--- config.mk ---
export PLATFORM = sky130hd
export DESIGN_NAME = vic_top
export DESIGN_NICKNAME = d
export VERILOG_FILES = /design/src/hw/vic_pkg.sv /design/src/hw/vic_top.sv
export SDC_FILE = /design/constraint.sdc
export NUM_CORES = 1
export LEC_CHECK = 0
export BUFFER_PORTS_ARGS = -buffer_cell sky130_fd_sc_hd__buf_2
export CAP_MARGIN = 30
export CORE_MARGIN = 3
export CORE_UTILIZATION = 45
export CTS_CLUSTER_DIAMETER = 60
export DETAILED_ROUTE_END_ITERATION = 8
export PLACE_DENSITY_LB_ADDON = 0.25
export SYNTH_ARGS = -nofsm -noshare
export SYNTH_HDL_FRONTEND = slang
export SYNTH_SLANG_ARGS = --single-unit
--- constraint.sdc ---
create_clock -name clk -period 4.9 [get_ports clk]
set_input_delay 0.49 -clock clk [delete_from_list [all_inputs] [get_ports clk]]
set_output_delay 0.49 -clock clk [all_outputs]
set_load 0.02 [all_outputs]
--- src/hw/vic_pkg.sv ---
/*
 Package for the vectored interrupt control block: data addresses, field
 positions, reset values, source indices and timing constants.
 Assumes a 4-bit data memory space with 12-bit data addresses.
*/
package vic_pkg;
    // Data addresses of the registers.
    localparam logic [11:0] PRIORITY_SELECT_ADDR = 12'hfb2;
    localparam logic [11:0] PIN0_EDGE_MODE_ADDR = 12'hfb4;
    localparam logic [11:0] PIN1_EDGE_MODE_ADDR = 12'hfb5;
    localparam logic [11:0] REQ_FLAGS_LO_ADDR = 12'hfb8;
    localparam logic [11:0] REQ_FLAGS_MID_ADDR = 12'hfb9;
    localparam logic [11:0] REQ_FLAGS_HI_ADDR = 12'hfba;
    localparam logic [11:0] EN_FLAGS_LO_ADDR = 12'hfbc;
    localparam logic [11:0] EN_FLAGS_MID_ADDR = 12'hfbd;
    localparam logic [11:0] EN_FLAGS_HI_ADDR = 12'hfbe;
    // Reset values.
    localparam logic [3:0] PRIORITY_SELECT_RESET = 4'h0;
    localparam logic [3:0] EDGE_MODE_RESET = 4'h0;
    localparam logic [9:0] FLAGS_RESET = 10'h000;
    // Field positions.
    localparam int MASTER_ENABLE_BIT = 3;
    localparam int SAMPLE_CLOCK_SELECT_BIT = 3;
    localparam int IRQ_STATUS_HIGH_BIT = 3;
    localparam int IRQ_STATUS_LOW_BIT = 2;
    // Edge mode codes in bits 1:0.
    localparam logic [1:0] EDGE_RISING = 2'h0;
    localparam logic [1:0] EDGE_FALLING = 2'h1;
    localparam logic [1:0] EDGE_BOTH = 2'h3;
    // Source indices within the ten flag vectors.
    localparam int SRC_INTERVAL_TIMER = 0;
    localparam int SRC_PIN4 = 1;
    localparam int SRC_PIN0 = 2;
    localparam int SRC_PIN1 = 3;
    localparam int SRC_SERIAL0 = 4;
    localparam int SRC_COUNTER0 = 5;
    localparam int SRC_PULSE_GEN = 6;
    localparam int SRC_KEYSCAN = 7;
    localparam int SRC_PIN2 = 8;
    localparam int SRC_WATCH = 9;
    localparam int NUM_SOURCES = 10;
    // Timing.
    localparam int CLK_FREQ_HZ = 20000000;
    localparam int OSC_DIVIDE = 64;
    localparam int PIN0_FILTER_SAMPLES = 2;
    // Register bus request.
    typedef struct packed {
        logic rd;
        logic wr;
        logic bit_access;
        logic [1:0] bit_sel;
        logic [11:0] addr;
        logic [3:0] wdata;
    } vic_bus_req_t;
    // Acknowledge from the CPU core.
    typedef struct packed {
        logic ack;
        logic [2:0] vector;
    } vic_ack_t;
endpackage : vic_pkg

--- src/hw/vic_top.sv ---
/*
 Vectored interrupt control: request and enable flags, edge detectors with
 a noise filter on pin 0, master enable, priority select and status.
 Assumes single-cycle 4-bit or single-bit data memory accesses from the CPU,
 one-cycle event pulses from peripherals, and inputs synchronous to clk.
*/
`timescale 1ns/10ps
// How it works
// - Ten request flags, each with enable.
// - Flag sets on request, clears on service.
// - Shared vector pair clears differently.
// - Enabled pending flag 0..7 raises vector request.
// - Vector request also wakes from standby.
// - Flags reachable by bit and nibble.
// - Software-set flag is serviced like hardware.
// - Reset clears all request and enable flags.
// - Pin 4 sets on either edge.
// - Internal sources set their own flags.
// - Pin 2 sets on rising edge only.
// - Pin 0 filter needs two equal samples.
// - Mode bit 3 picks pin 0 sample clock.
// - Pin 0 detector stops in standby.
// - Edge mode registers nibble-written, reset zero.
// - Low three priority bits pick high vector.
// - Bit 3 is master enable, instruction-driven.
// - Priority select at FB2H, reset zero.
// - Status flags sit at word bits 3,2.
// - Status 0 any, 1 high only, 2 none.
// - Lowest-numbered vector wins simultaneous requests.
// - Test sources never raise a vector.
// - Both shared sources: OR, no clear.
module vic_top #(
    parameter int OSC_DIV = vic_pkg::OSC_DIVIDE
) (
    // Clock and reset
    input wire logic clk,
    input wire logic reset,
    // Data memory access
    input wire vic_pkg::vic_bus_req_t bus_req,
    output logic [3:0] bus_rdata,
    // Instruction controls
    input wire logic irq_enable_op,
    input wire logic irq_disable_op,
    // Status word bits 3:2 write and interrupt return restore
    input wire logic status_write,
    input wire logic [1:0] status_wdata,
    // CPU acknowledge
    input wire vic_pkg::vic_ack_t cpu_ack,
    // Standby and oscillator divider tick
    input wire logic standby,
    input wire logic osc_tick,
    // Internal event pulses
    input wire logic interval_timer_event,
    input wire logic serial0_event,
    input wire logic counter0_event,
    input wire logic pulse_gen_event,
    input wire logic keyscan_event,
    input wire logic watch_event,
    // External pins
    input wire logic ext_irq_pin0,
    input wire logic ext_irq_pin1,
    input wire logic ext_irq_pin2,
    input wire logic ext_irq_pin4,
    // To the CPU core
    output logic irq_pending,
    output logic [2:0] irq_vector,
    output logic [3:0] program_status_word,
    output logic wake_up
);
    logic [9:0] req_q;
    logic [9:0] req_d;
    logic [9:0] en_q;
    logic [9:0] en_d;
    logic [3:0] priority_select_q;
    logic [3:0] pin0_edge_mode_q;
    logic [3:0] pin1_edge_mode_q;
    logic [1:0] status_q;
    logic [2:0] sync0_q;
    logic [2:0] sync1_q;
    logic [2:0] sync2_q;
    logic [2:0] sync4_q;
    logic [1:0] filt_q;
    logic filt_out_q;
    logic [3:0] rdata_q;
    logic pend_q;
    logic [2:0] vec_q;
    logic wake_q;

    function automatic logic edge_hit(input logic [1:0] mode, input logic prev, input logic cur);
        logic r;
        logic f;
        r = cur & ~prev;
        f = prev & ~cur;
        case (mode)
            vic_pkg::EDGE_RISING: edge_hit = r;
            vic_pkg::EDGE_FALLING: edge_hit = f;
            vic_pkg::EDGE_BOTH: edge_hit = r | f;
            default: edge_hit = 1'b0;
        endcase
    endfunction : edge_hit

    function automatic logic [3:0] nib_wr(input logic [3:0] old, input vic_pkg::vic_bus_req_t rq);
        logic [3:0] n;
        n = old;
        if (rq.bit_access)
        begin
            n[rq.bit_sel] = rq.wdata[0];
        end
        else
        begin
            n = rq.wdata;
        end
        nib_wr = n;
    endfunction : nib_wr

    // Pin synchronisers; stage 0 is read only by stage 1.
    always_ff @(posedge clk or posedge reset)
    begin
        if (reset)
        begin
            sync0_q <= 3'h0;
            sync1_q <= 3'h0;
            sync2_q <= 3'h0;
            sync4_q <= 3'h0;
        end
        else
        begin
            sync0_q <= {sync0_q[1:0], ext_irq_pin0};
            sync1_q <= {sync1_q[1:0], ext_irq_pin1};
            sync2_q <= {sync2_q[1:0], ext_irq_pin2};
            sync4_q <= {sync4_q[1:0], ext_irq_pin4};
        end
    end

    // Pin 0 noise filter, sampled by clk or by the divided oscillator tick.
    wire sample_en = pin0_edge_mode_q[vic_pkg::SAMPLE_CLOCK_SELECT_BIT] ? osc_tick :
        1'b1;
    wire filt_step = sample_en & ~standby;
    wire filt_agree = (filt_q[0] == filt_q[1]);
    always_ff @(posedge clk or posedge reset)
    begin
        if (reset)
        begin
            filt_q <= 2'h0;
            filt_out_q <= 1'b0;
        end
        else if (filt_step)
        begin
            filt_q <= {filt_q[0], sync0_q[1]};
            if (filt_agree)
            begin
                filt_out_q <= filt_q[1];
            end
        end
    end
    logic filt_prev_q;
    always_ff @(posedge clk or posedge reset)
    begin
        if (reset)
        begin
            filt_prev_q <= 1'b0;
        end
        else
        begin
            filt_prev_q <= filt_out_q;
        end
    end

    // Event vector.
    wire pin0_edge = ~standby &
        edge_hit(pin0_edge_mode_q[1:0], filt_prev_q, filt_out_q);
    wire pin1_edge = edge_hit(pin1_edge_mode_q[1:0], sync1_q[2], sync1_q[1]);
    wire pin2_edge = sync2_q[1] & ~sync2_q[2];
    wire pin4_edge = sync4_q[1] ^ sync4_q[2];
    wire [9:0] hw_set = {watch_event, pin2_edge, keyscan_event, pulse_gen_event,
        counter0_event, serial0_event, pin1_edge, pin0_edge, pin4_edge,
        interval_timer_event};

    // Vector arbitration.
    wire master_en = priority_select_q[vic_pkg::MASTER_ENABLE_BIT];
    wire [9:0] enabled = req_q & en_q;
    wire [7:1] vrq = {enabled[7:2], enabled[1] | enabled[0]};
    wire [2:0] high_vec = priority_select_q[2:0];
    logic [2:0] win_vec;
    logic win_any;
    always_comb
    begin
        win_vec = 3'h0;
        win_any = 1'b0;
        for (int i = 7; i >= 1; i--)
        begin
            if (vrq[i] && (status_q == 2'h0 || (status_q == 2'h1 && high_vec == 3'(i))))
            begin
                win_vec = 3'(i);
                win_any = 1'b1;
            end
        end
    end
    wire both_shared = en_q[vic_pkg::SRC_INTERVAL_TIMER] & en_q[vic_pkg::SRC_PIN4];

    // Acknowledge clearing.
    logic [9:0] ack_clr;
    always_comb
    begin
        ack_clr = 10'h000;
        if (cpu_ack.ack)
        begin
            if (cpu_ack.vector == 3'h1)
            begin
                if (!both_shared)
                begin
                    ack_clr[vic_pkg::SRC_INTERVAL_TIMER] = en_q[vic_pkg::SRC_INTERVAL_TIMER];
                    ack_clr[vic_pkg::SRC_PIN4] = en_q[vic_pkg::SRC_PIN4];
                end
            end
            else if (cpu_ack.vector != 3'h0)
            begin
                ack_clr[cpu_ack.vector] = 1'b1;
            end
        end
    end

    // Flag register access; index 0..3 low nibble, 4..7 mid, 8..9 high.
    wire wr = bus_req.wr;
    wire [1:0] grp_req = bus_req.addr == vic_pkg::REQ_FLAGS_LO_ADDR ? 2'h1 :
        bus_req.addr == vic_pkg::REQ_FLAGS_MID_ADDR ? 2'h2 :
        bus_req.addr == vic_pkg::REQ_FLAGS_HI_ADDR ? 2'h3 : 2'h0;
    wire [1:0] grp_en = bus_req.addr == vic_pkg::EN_FLAGS_LO_ADDR ? 2'h1 :
        bus_req.addr == vic_pkg::EN_FLAGS_MID_ADDR ? 2'h2 :
        bus_req.addr == vic_pkg::EN_FLAGS_HI_ADDR ? 2'h3 : 2'h0;
    wire [11:0] req_ext = {2'h0, req_q};
    wire [11:0] en_ext = {2'h0, en_q};
    wire [11:0] req_wv = {nib_wr(req_ext[11:8], bus_req), nib_wr(req_ext[7:4], bus_req),
        nib_wr(req_ext[3:0], bus_req)};
    wire [11:0] en_wv = {nib_wr(en_ext[11:8], bus_req), nib_wr(en_ext[7:4], bus_req),
        nib_wr(en_ext[3:0], bus_req)};
    always_comb
    begin
        req_d = req_q & ~ack_clr;
        en_d = en_q;
        case (grp_req)
            2'h1: if (wr) req_d[3:0] = req_wv[3:0] & ~ack_clr[3:0];
            2'h2: if (wr) req_d[7:4] = req_wv[7:4] & ~ack_clr[7:4];
            2'h3: if (wr) req_d[9:8] = req_wv[9:8];
            default: req_d = req_d;
        endcase
        case (grp_en)
            2'h1: if (wr) en_d[3:0] = en_wv[3:0];
            2'h2: if (wr) en_d[7:4] = en_wv[7:4];
            2'h3: if (wr) en_d[9:8] = en_wv[9:8];
            default: en_d = en_d;
        endcase
        req_d = req_d | hw_set;
    end

    wire [11:0] other_addr = bus_req.addr;
    wire prio_sel_wr = wr & (other_addr == vic_pkg::PRIORITY_SELECT_ADDR);
    wire pin0_mode_wr = wr & ~bus_req.bit_access & (other_addr == vic_pkg::PIN0_EDGE_MODE_ADDR);
    wire pin1_mode_wr = wr & ~bus_req.bit_access & (other_addr == vic_pkg::PIN1_EDGE_MODE_ADDR);
    logic [3:0] priority_select_d;
    always_comb
    begin
        priority_select_d = prio_sel_wr ? nib_wr(priority_select_q, bus_req) : priority_select_q;
        if (irq_enable_op)
        begin
            priority_select_d[vic_pkg::MASTER_ENABLE_BIT] = 1'b1;
        end
        if (irq_disable_op)
        begin
            priority_select_d[vic_pkg::MASTER_ENABLE_BIT] = 1'b0;
        end
    end

    wire take = master_en & win_any & ~cpu_ack.ack;
    wire [1:0] status_next = (status_q == 2'h0) ? 2'h1 : 2'h2;
    wire [3:0] rd_mux = (grp_req != 2'h0) ? req_ext[4 * grp_req - 4 +: 4] :
        (grp_en != 2'h0) ? en_ext[4 * grp_en - 4 +: 4] :
        (other_addr == vic_pkg::PRIORITY_SELECT_ADDR) ? priority_select_q :
        (other_addr == vic_pkg::PIN0_EDGE_MODE_ADDR) ? pin0_edge_mode_q :
        (other_addr == vic_pkg::PIN1_EDGE_MODE_ADDR) ? pin1_edge_mode_q : 4'h0;

    always_ff @(posedge clk or posedge reset)
    begin
        if (reset)
        begin
            req_q <= vic_pkg::FLAGS_RESET;
            en_q <= vic_pkg::FLAGS_RESET;
            priority_select_q <= vic_pkg::PRIORITY_SELECT_RESET;
            pin0_edge_mode_q <= vic_pkg::EDGE_MODE_RESET;
            pin1_edge_mode_q <= vic_pkg::EDGE_MODE_RESET;
            status_q <= 2'h0;
            rdata_q <= 4'h0;
            pend_q <= 1'b0;
            vec_q <= 3'h0;
            wake_q <= 1'b0;
        end
        else
        begin
            req_q <= req_d;
            en_q <= en_d;
            priority_select_q <= priority_select_d;
            if (pin0_mode_wr)
            begin
                pin0_edge_mode_q <= bus_req.wdata;
            end
            if (pin1_mode_wr)
            begin
                pin1_edge_mode_q <= bus_req.wdata;
            end
            if (status_write)
            begin
                status_q <= (status_wdata == 2'h3) ? status_q : status_wdata;
            end
            else if (cpu_ack.ack && status_q != 2'h2)
            begin
                status_q <= status_next;
            end
            rdata_q <= bus_req.rd ? (bus_req.bit_access ? {3'h0, rd_mux[bus_req.bit_sel]} :
                rd_mux) : 4'h0;
            pend_q <= take;
            vec_q <= take ? win_vec : 3'h0;
            wake_q <= |vrq;
        end
    end

    assign bus_rdata = rdata_q;
    assign irq_pending = pend_q;
    assign irq_vector = vec_q;
    assign program_status_word = {status_q, 2'h0};
    assign wake_up = wake_q;

    chk_reset_clear: assert property (
        @(posedge clk) $fell(reset) |-> (req_q == 10'h000 && en_q == 10'h000))
        else $error("flags not cleared by reset");
    chk_test_novec: assert property (
        @(posedge clk) disable iff (reset) ((req_q[7:0] & en_q[7:0]) == 8'h00) |=> !pend_q)
        else $error("vector raised without vectored request");
    chk_master_gate: assert property (
        @(posedge clk) disable iff (reset) !master_en |=> !pend_q)
        else $error("request while master disabled");
    chk_status_none: assert property (
        @(posedge clk) disable iff (reset) status_q == 2'h2 |=> !pend_q)
        else $error("request in status 2");
    chk_status_legal: assert property (
        @(posedge clk) disable iff (reset) status_q != 2'h3)
        else $error("status 3 reached");
    chk_pin2_rise: assert property (
        @(posedge clk) disable iff (reset) sync2_q[1] && !sync2_q[2] |=> req_q[vic_pkg::SRC_PIN2])
        else $error("pin2 rise missed");
    chk_pin4_edge: assert property (
        @(posedge clk) disable iff (reset) sync4_q[1] != sync4_q[2] |=> req_q[vic_pkg::SRC_PIN4])
        else $error("pin4 edge missed");
    chk_wake_req: assert property (
        @(posedge clk) disable iff (reset) (|(req_q[7:0] & en_q[7:0])) |=> wake_q)
        else $error("wake missing");
    chk_shared_keep: assert property (
        @(posedge clk) disable iff (reset) cpu_ack.ack && cpu_ack.vector == 3'h1 && both_shared
            && req_q[vic_pkg::SRC_PIN4] |=> req_q[vic_pkg::SRC_PIN4])
        else $error("shared flag cleared");
endmodule : vic_top

* Word-level counts from Yosys, hierarchy flattened
Cells that the tools add are included.
Storage, ports and cells: register bits after elaboration 58, input bits 44, output and inout port bits 13, logic and storage cells 201
Cells by class: add/sub/neg operators 2, magnitude comparators 4, equality and inequality tests 32, shift operators 2, multiplexer cells 69, bitwise logic cells 34, reductions and logical operators 38
Operators by type and width (count):
- 12-bit == test (second input constant) | 9
- 4-bit 2-to-1 mux | 17
- 12-bit by 33-bit variable part select with 4-bit output | 2
- 2-bit 2-to-1 mux | 16
- 4-bit bitwise mux | 7
- 3-bit 2-to-1 mux | 8
- 1-bit logical AND | 17
- 8-bit 2-to-1 mux | 2
- 1-bit AND | 14
- 2-bit == test (second input constant) | 7
- 1-bit 2-to-1 mux | 13
- 3-bit == test (second input constant) | 4
- 10-bit AND | 1
- 2-bit by 1-bit == test with 1-bit output (second input constant) | 5
- 10-bit 2-to-1 mux | 1
- 10-bit inverter | 1
- 10-bit bitwise OR | 1
- 2-bit AND reduction | 5
- 4-bit by 3-bit subtractor with 5-bit output (second input constant) | 2
- 4-bit AND | 2
- 8-bit AND | 1
- 1-bit inverter | 8
- 4-bit inverter | 2
- 1-bit logical OR | 7
- 18 further kinds | 29

* Depth between registers and ports, before layout
depth after elaboration 14, gate-level depth with buffers 13, mapped depth without buffers 11

* Worst setup path before layout
Ideal clock, no wire load.
path type input to register, start input bus_req[10] in the netlist's numbering, end register rdata_q[0] (netlist: bus_rdata[0]), library setup time 0.101 ns, data arrival time 2.745 ns, data required time 4.799 ns, setup slack 2.054 ns, cell stages on the path 10, path buffers 1, cell sequence nand4b_4 -> nor4_4 -> inv_1 -> ha_1 -> clkdlybuf4s50_1 -> nor2b_1 -> nand2_1 -> o21ai_0 -> nor4_1 -> nor4_1
Between the ends: word-level cells in the longest chain between the ends 12, elaborated cells on any way between the ends 30, classes of those cells add/sub: 2; eq/ne: 9; shift: 2; mux: 15; reduce/logical: 2
Ends and longest elaborated chain:
- from (decl) | RTL line vic_top.sv:39 | input wire vic_pkg::vic_bus_req_t bus_req,
- 12-bit == test | RTL line vic_top.sv:230 | bus_req.addr == vic_pkg::EN_FLAGS_HI_ADDR ? 2'h3 : 2'h0;
- 2-bit 2-to-1 mux | RTL line vic_top.sv:230
- 2-bit 2-to-1 mux | RTL line vic_top.sv:229 | bus_req.addr == vic_pkg::EN_FLAGS_MID_ADDR ? 2'h2 :
- 2-bit 2-to-1 mux | RTL line vic_top.sv:228 | wire [1:0] grp_en = bus_req.addr == vic_pkg::EN_FLAGS_LO_ADDR ? 2'h1 :
- 4-bit by 3-bit subtractor with 5-bit output | RTL line vic_top.sv:277 | (grp_en != 2'h0) ? en_ext[4 * grp_en - 4 +: 4] :
- 12-bit by 33-bit variable part select with 4-bit output | RTL line vic_top.sv:277
- 4-bit 2-to-1 mux | RTL line vic_top.sv:277
- 4-bit 2-to-1 mux * | RTL line vic_top.sv:276 | wire [3:0] rd_mux = (grp_req != 2'h0) ? req_ext[4 * grp_req - 4 +: 4] :
- 1-bit binary-select mux with 2-bit select | RTL line vic_top.sv:318 | rdata_q <= bus_req.rd ? (bus_req.bit_access ? {3'h0, rd_mux[bus_req.bit_sel]} :
- 1-bit 2-to-1 mux (not written as such) | RTL line vic_top.sv:318
- 4-bit 2-to-1 mux * (2 in series) | RTL line vic_top.sv:318
- to (signal assigned) | RTL line vic_top.sv:318
- to (decl) | RTL line vic_top.sv:84 | logic [3:0] rdata_q;
Mark *: on every way between the ends. The rest lies on a longest branch, timed or not. The select of a mux whose other input is x is not followed. A chain may end at the register's enable or synchronous reset.

* Worst setup path after layout
Same ends and word-level chain as after synthesis.

==> out/qor.csv <==
metric,value,unit
diodes,0,
max_freq,386,MHz
wl,8820,um
start_util,46.9,%
clk_latency,330,ps
die_w,93.4,um
slew_viol_final,0,
drv_cap,0,
multiInputGateArea,1860,um^2
layout_setup_ws,2310,ps
tns,0,ps
path_clk_slew,70,ps
path_max_fanout,6,
first_global_vias,2647,
async_reset_ff_share,100,%
syn_inst,347,
place.port_buffers,54,
cts_resized,0,
drtPass1Iterations,4,
slew_headroom,50.4,%
ff_latch_area,1450,um^2
area_growth,15.3,%
hold_viol_final,0,
p_seq_share,47.7,%
p_sw,0.284,mW
ys.flop_type,dfrtp_1,
arrival,2820,ps
p_per_area,274,nW/um^2
critPathKind,input port to register,
rows,31,
internal_power,0.801,mW
grt_overflow,0,
layout_min_cycle_time,2590,ps
sw_frac_of_total,26.2,%
drt-initial-drc-count,197,
status,finished clean,
grt.total_usage,21.3,%
grt_pass1_wl,14000,um
ys_seq_elements,58,
core,7330,um^2
fin_nets,457,
cp-end-kind,register,
cts_tree,built,
post-route-period-util,52.9,%
grt_max_degree,59,
post_cts_buffers,0,
final_common_cell,dfrtp_1,
fin_skew,8.27,ps
ys_warn_count,0,
critPathLaunchType,input port,
place_area,3770,um^2
finalInstanceArea,3960,um^2
hold_buffers,0,
via_per_inst,5.64,
gp_congestion,0.970,
pwr-share-comb,10.9,%
clock_path_buffers,2,
drive_above_1_share,27.2,%
numClockSinks,58,
dieArea,8720,um^2
synth_edf_count,0,
fill_cells,685,
num_vias,2837,
tightest_slew,744,ps
seq_area_frac_synth,42.2,%
wl_per_cell,17.5,um
place_inst,489,
preCtsSetupSlack,1980,ps
hold_path.class,input port to register,
root_buffer,clkbuf_8,
remaining_drc_errors,0,
antenna_found_initial,0,
p_leak,1.78,nW
crit_required,5130,ps
syn_area,3440,um^2
postRouteAntennaNets,0,
final_cells,503,
yosysUniqueCellTypes,61,
syn_avg_cell_area,9.91,um^2
ios,57,
htree_levels,3,
setup_viol,0,
most-common-layout-cells,"dfrtp_1 (58), buf_2 (54), nand2_1 (38), a21oi_1 (23), mux2_2 (23)",
p_clk_share,41.4,%
place_hpwl,6570,um
dieHeight,93.4,um
ir_drop,0.151,mV
rsz0062_at_grt,no,
cts_buffers,9,
-- registers in the layout, indices dropped and copies added (netlist names) --
register and count:
en_q 10, req_q 10, bus_rdata 4, pin0_edge_mode_q 4, pin1_edge_mode_q 4, priority_select_q 4, irq_vector 3, sync1_q 3
sync2_q 3, sync4_q 3, filt_q 2, status_q 2, sync0_q 2, filt_out_q 1, filt_prev_q 1, irq_pending 1
wake_up 1
-- final timing paths --
path                                                  startpoint                      end  slack, ps  cells after the start
worst max-delay path                                 bus_req[10]   bus_rdata[0]$_DFF_PP0_       2310                     10
worst min-delay path                                ext_irq_pin2     sync2_q[0]$_DFF_PP0_        260                      1
worst max register to register  priority_select_q[0]$_DFFE_PP0P_   bus_rdata[0]$_DFF_PP0_       3020                      6
worst min register to register              sync0_q[0]$_DFF_PP0_     sync0_q[1]$_DFF_PP0_        350                      0
max in group asynchronous                                  reset  irq_vector[0]$_DFF_PP0_       4040                      3
min in group asynchronous                                  reset     sync1_q[0]$_DFF_PP0_        350                      3
-- logic make-up after synthesis --
logic type                 after synthesis  synth area share [%]
buffers and inverters                   30                  3.90
and+or+nand+nor                        131                  22.5
muxes                                   36                  11.3
other                                    1                 0.109
DFF                                     58                  42.2
adders and majority gates               12                  4.37
AOI/OAI and AO/OA                       77                  15.1
xor gates and xnor gates                 2                 0.510
-- worst max-delay path, stage by stage --
cell and delay [ps]:
buf_2 100, nand4b_4 210, nor4_4 550, inv_2 140
ha_1 300, and2b_2 290, and3_2 180, o32ai_1 80
nor3b_1 160, nor4_1 310
-- layer usage --
metal / share of wire [%] / vias to the layer above / global-route usage, %
met5: 0 / - / 0
met4: 1.9 / 0 / 8.18
met3: 5.7 / 18 / 4.26
met2: 45 / 82 / 31.4
met1: 48 / 1370 / 30.6
li1: - / 1367 / -
-- final cells by class --
cell class	count	area share [%]
Tap cell	99	3.13
Inverter	17	1.61
Timing Repair Buffer	55	7.01
Multi-Input combinational cell	260	46.8
Clock inverter	3	1.01
Clock buffer	11	3.82
Sequential cell	58	36.6
-- through the flow --
stage	hold WS, ps	util [%]	total power, mW
after floorplan	331	-	0.596
after global placement	333	51.5	0.643
after detailed placement	340	51.5	0.646
after CTS	247	54.1	1.09
after global routing	240	54.1	1.13
final	259	54.1	1.09
-- synthesized netlist by cell type (3+ instances only) --
| cell | instances | share of area [%] |
|---|---|---|
| mux2_2 | 23 | 7.5 |
| and3_1 | 3 | 0.55 |
| a21o_1 | 5 | 1.1 |
| nor2b_1 | 8 | 1.5 |
| nand2b_1 | 6 | 1.1 |
| ha_1 | 12 | 4.4 |
| o21ai_0 | 12 | 1.7 |
| o21bai_1 | 4 | 0.87 |
| and4_1 | 3 | 0.76 |
| inv_1 | 16 | 1.7 |
| clkbuf_1 | 8 | 0.87 |
| o22ai_1 | 5 | 0.91 |
| a21oi_1 | 23 | 3.3 |
| nor3b_1 | 6 | 1.3 |
| buf_4 | 4 | 0.87 |
| a32oi_1 | 3 | 0.76 |
| nor2_1 | 15 | 1.6 |
| nor3_1 | 6 | 0.87 |
| nand3_1 | 18 | 2.6 |
| mux2i_1 | 13 | 3.8 |
| a22oi_1 | 3 | 0.66 |
| nand2_1 | 38 | 4.2 |
| or2b_2 | 3 | 0.76 |
| dfrtp_1 | 58 | 42 |
-- power groups by stage --
stage          Sequential, mW  Combinational, mW  Clock (mW)
3_3_place_gp            0.526              0.116           0
5_1_grt                 0.520              0.134       0.478
4_1_cts                 0.518              0.120       0.455
3_5_place_dp            0.527              0.119           0
6_report                0.518              0.118       0.449
2_1_floorplan           0.521             0.0755           0
(Power assumes the default switching activity.)
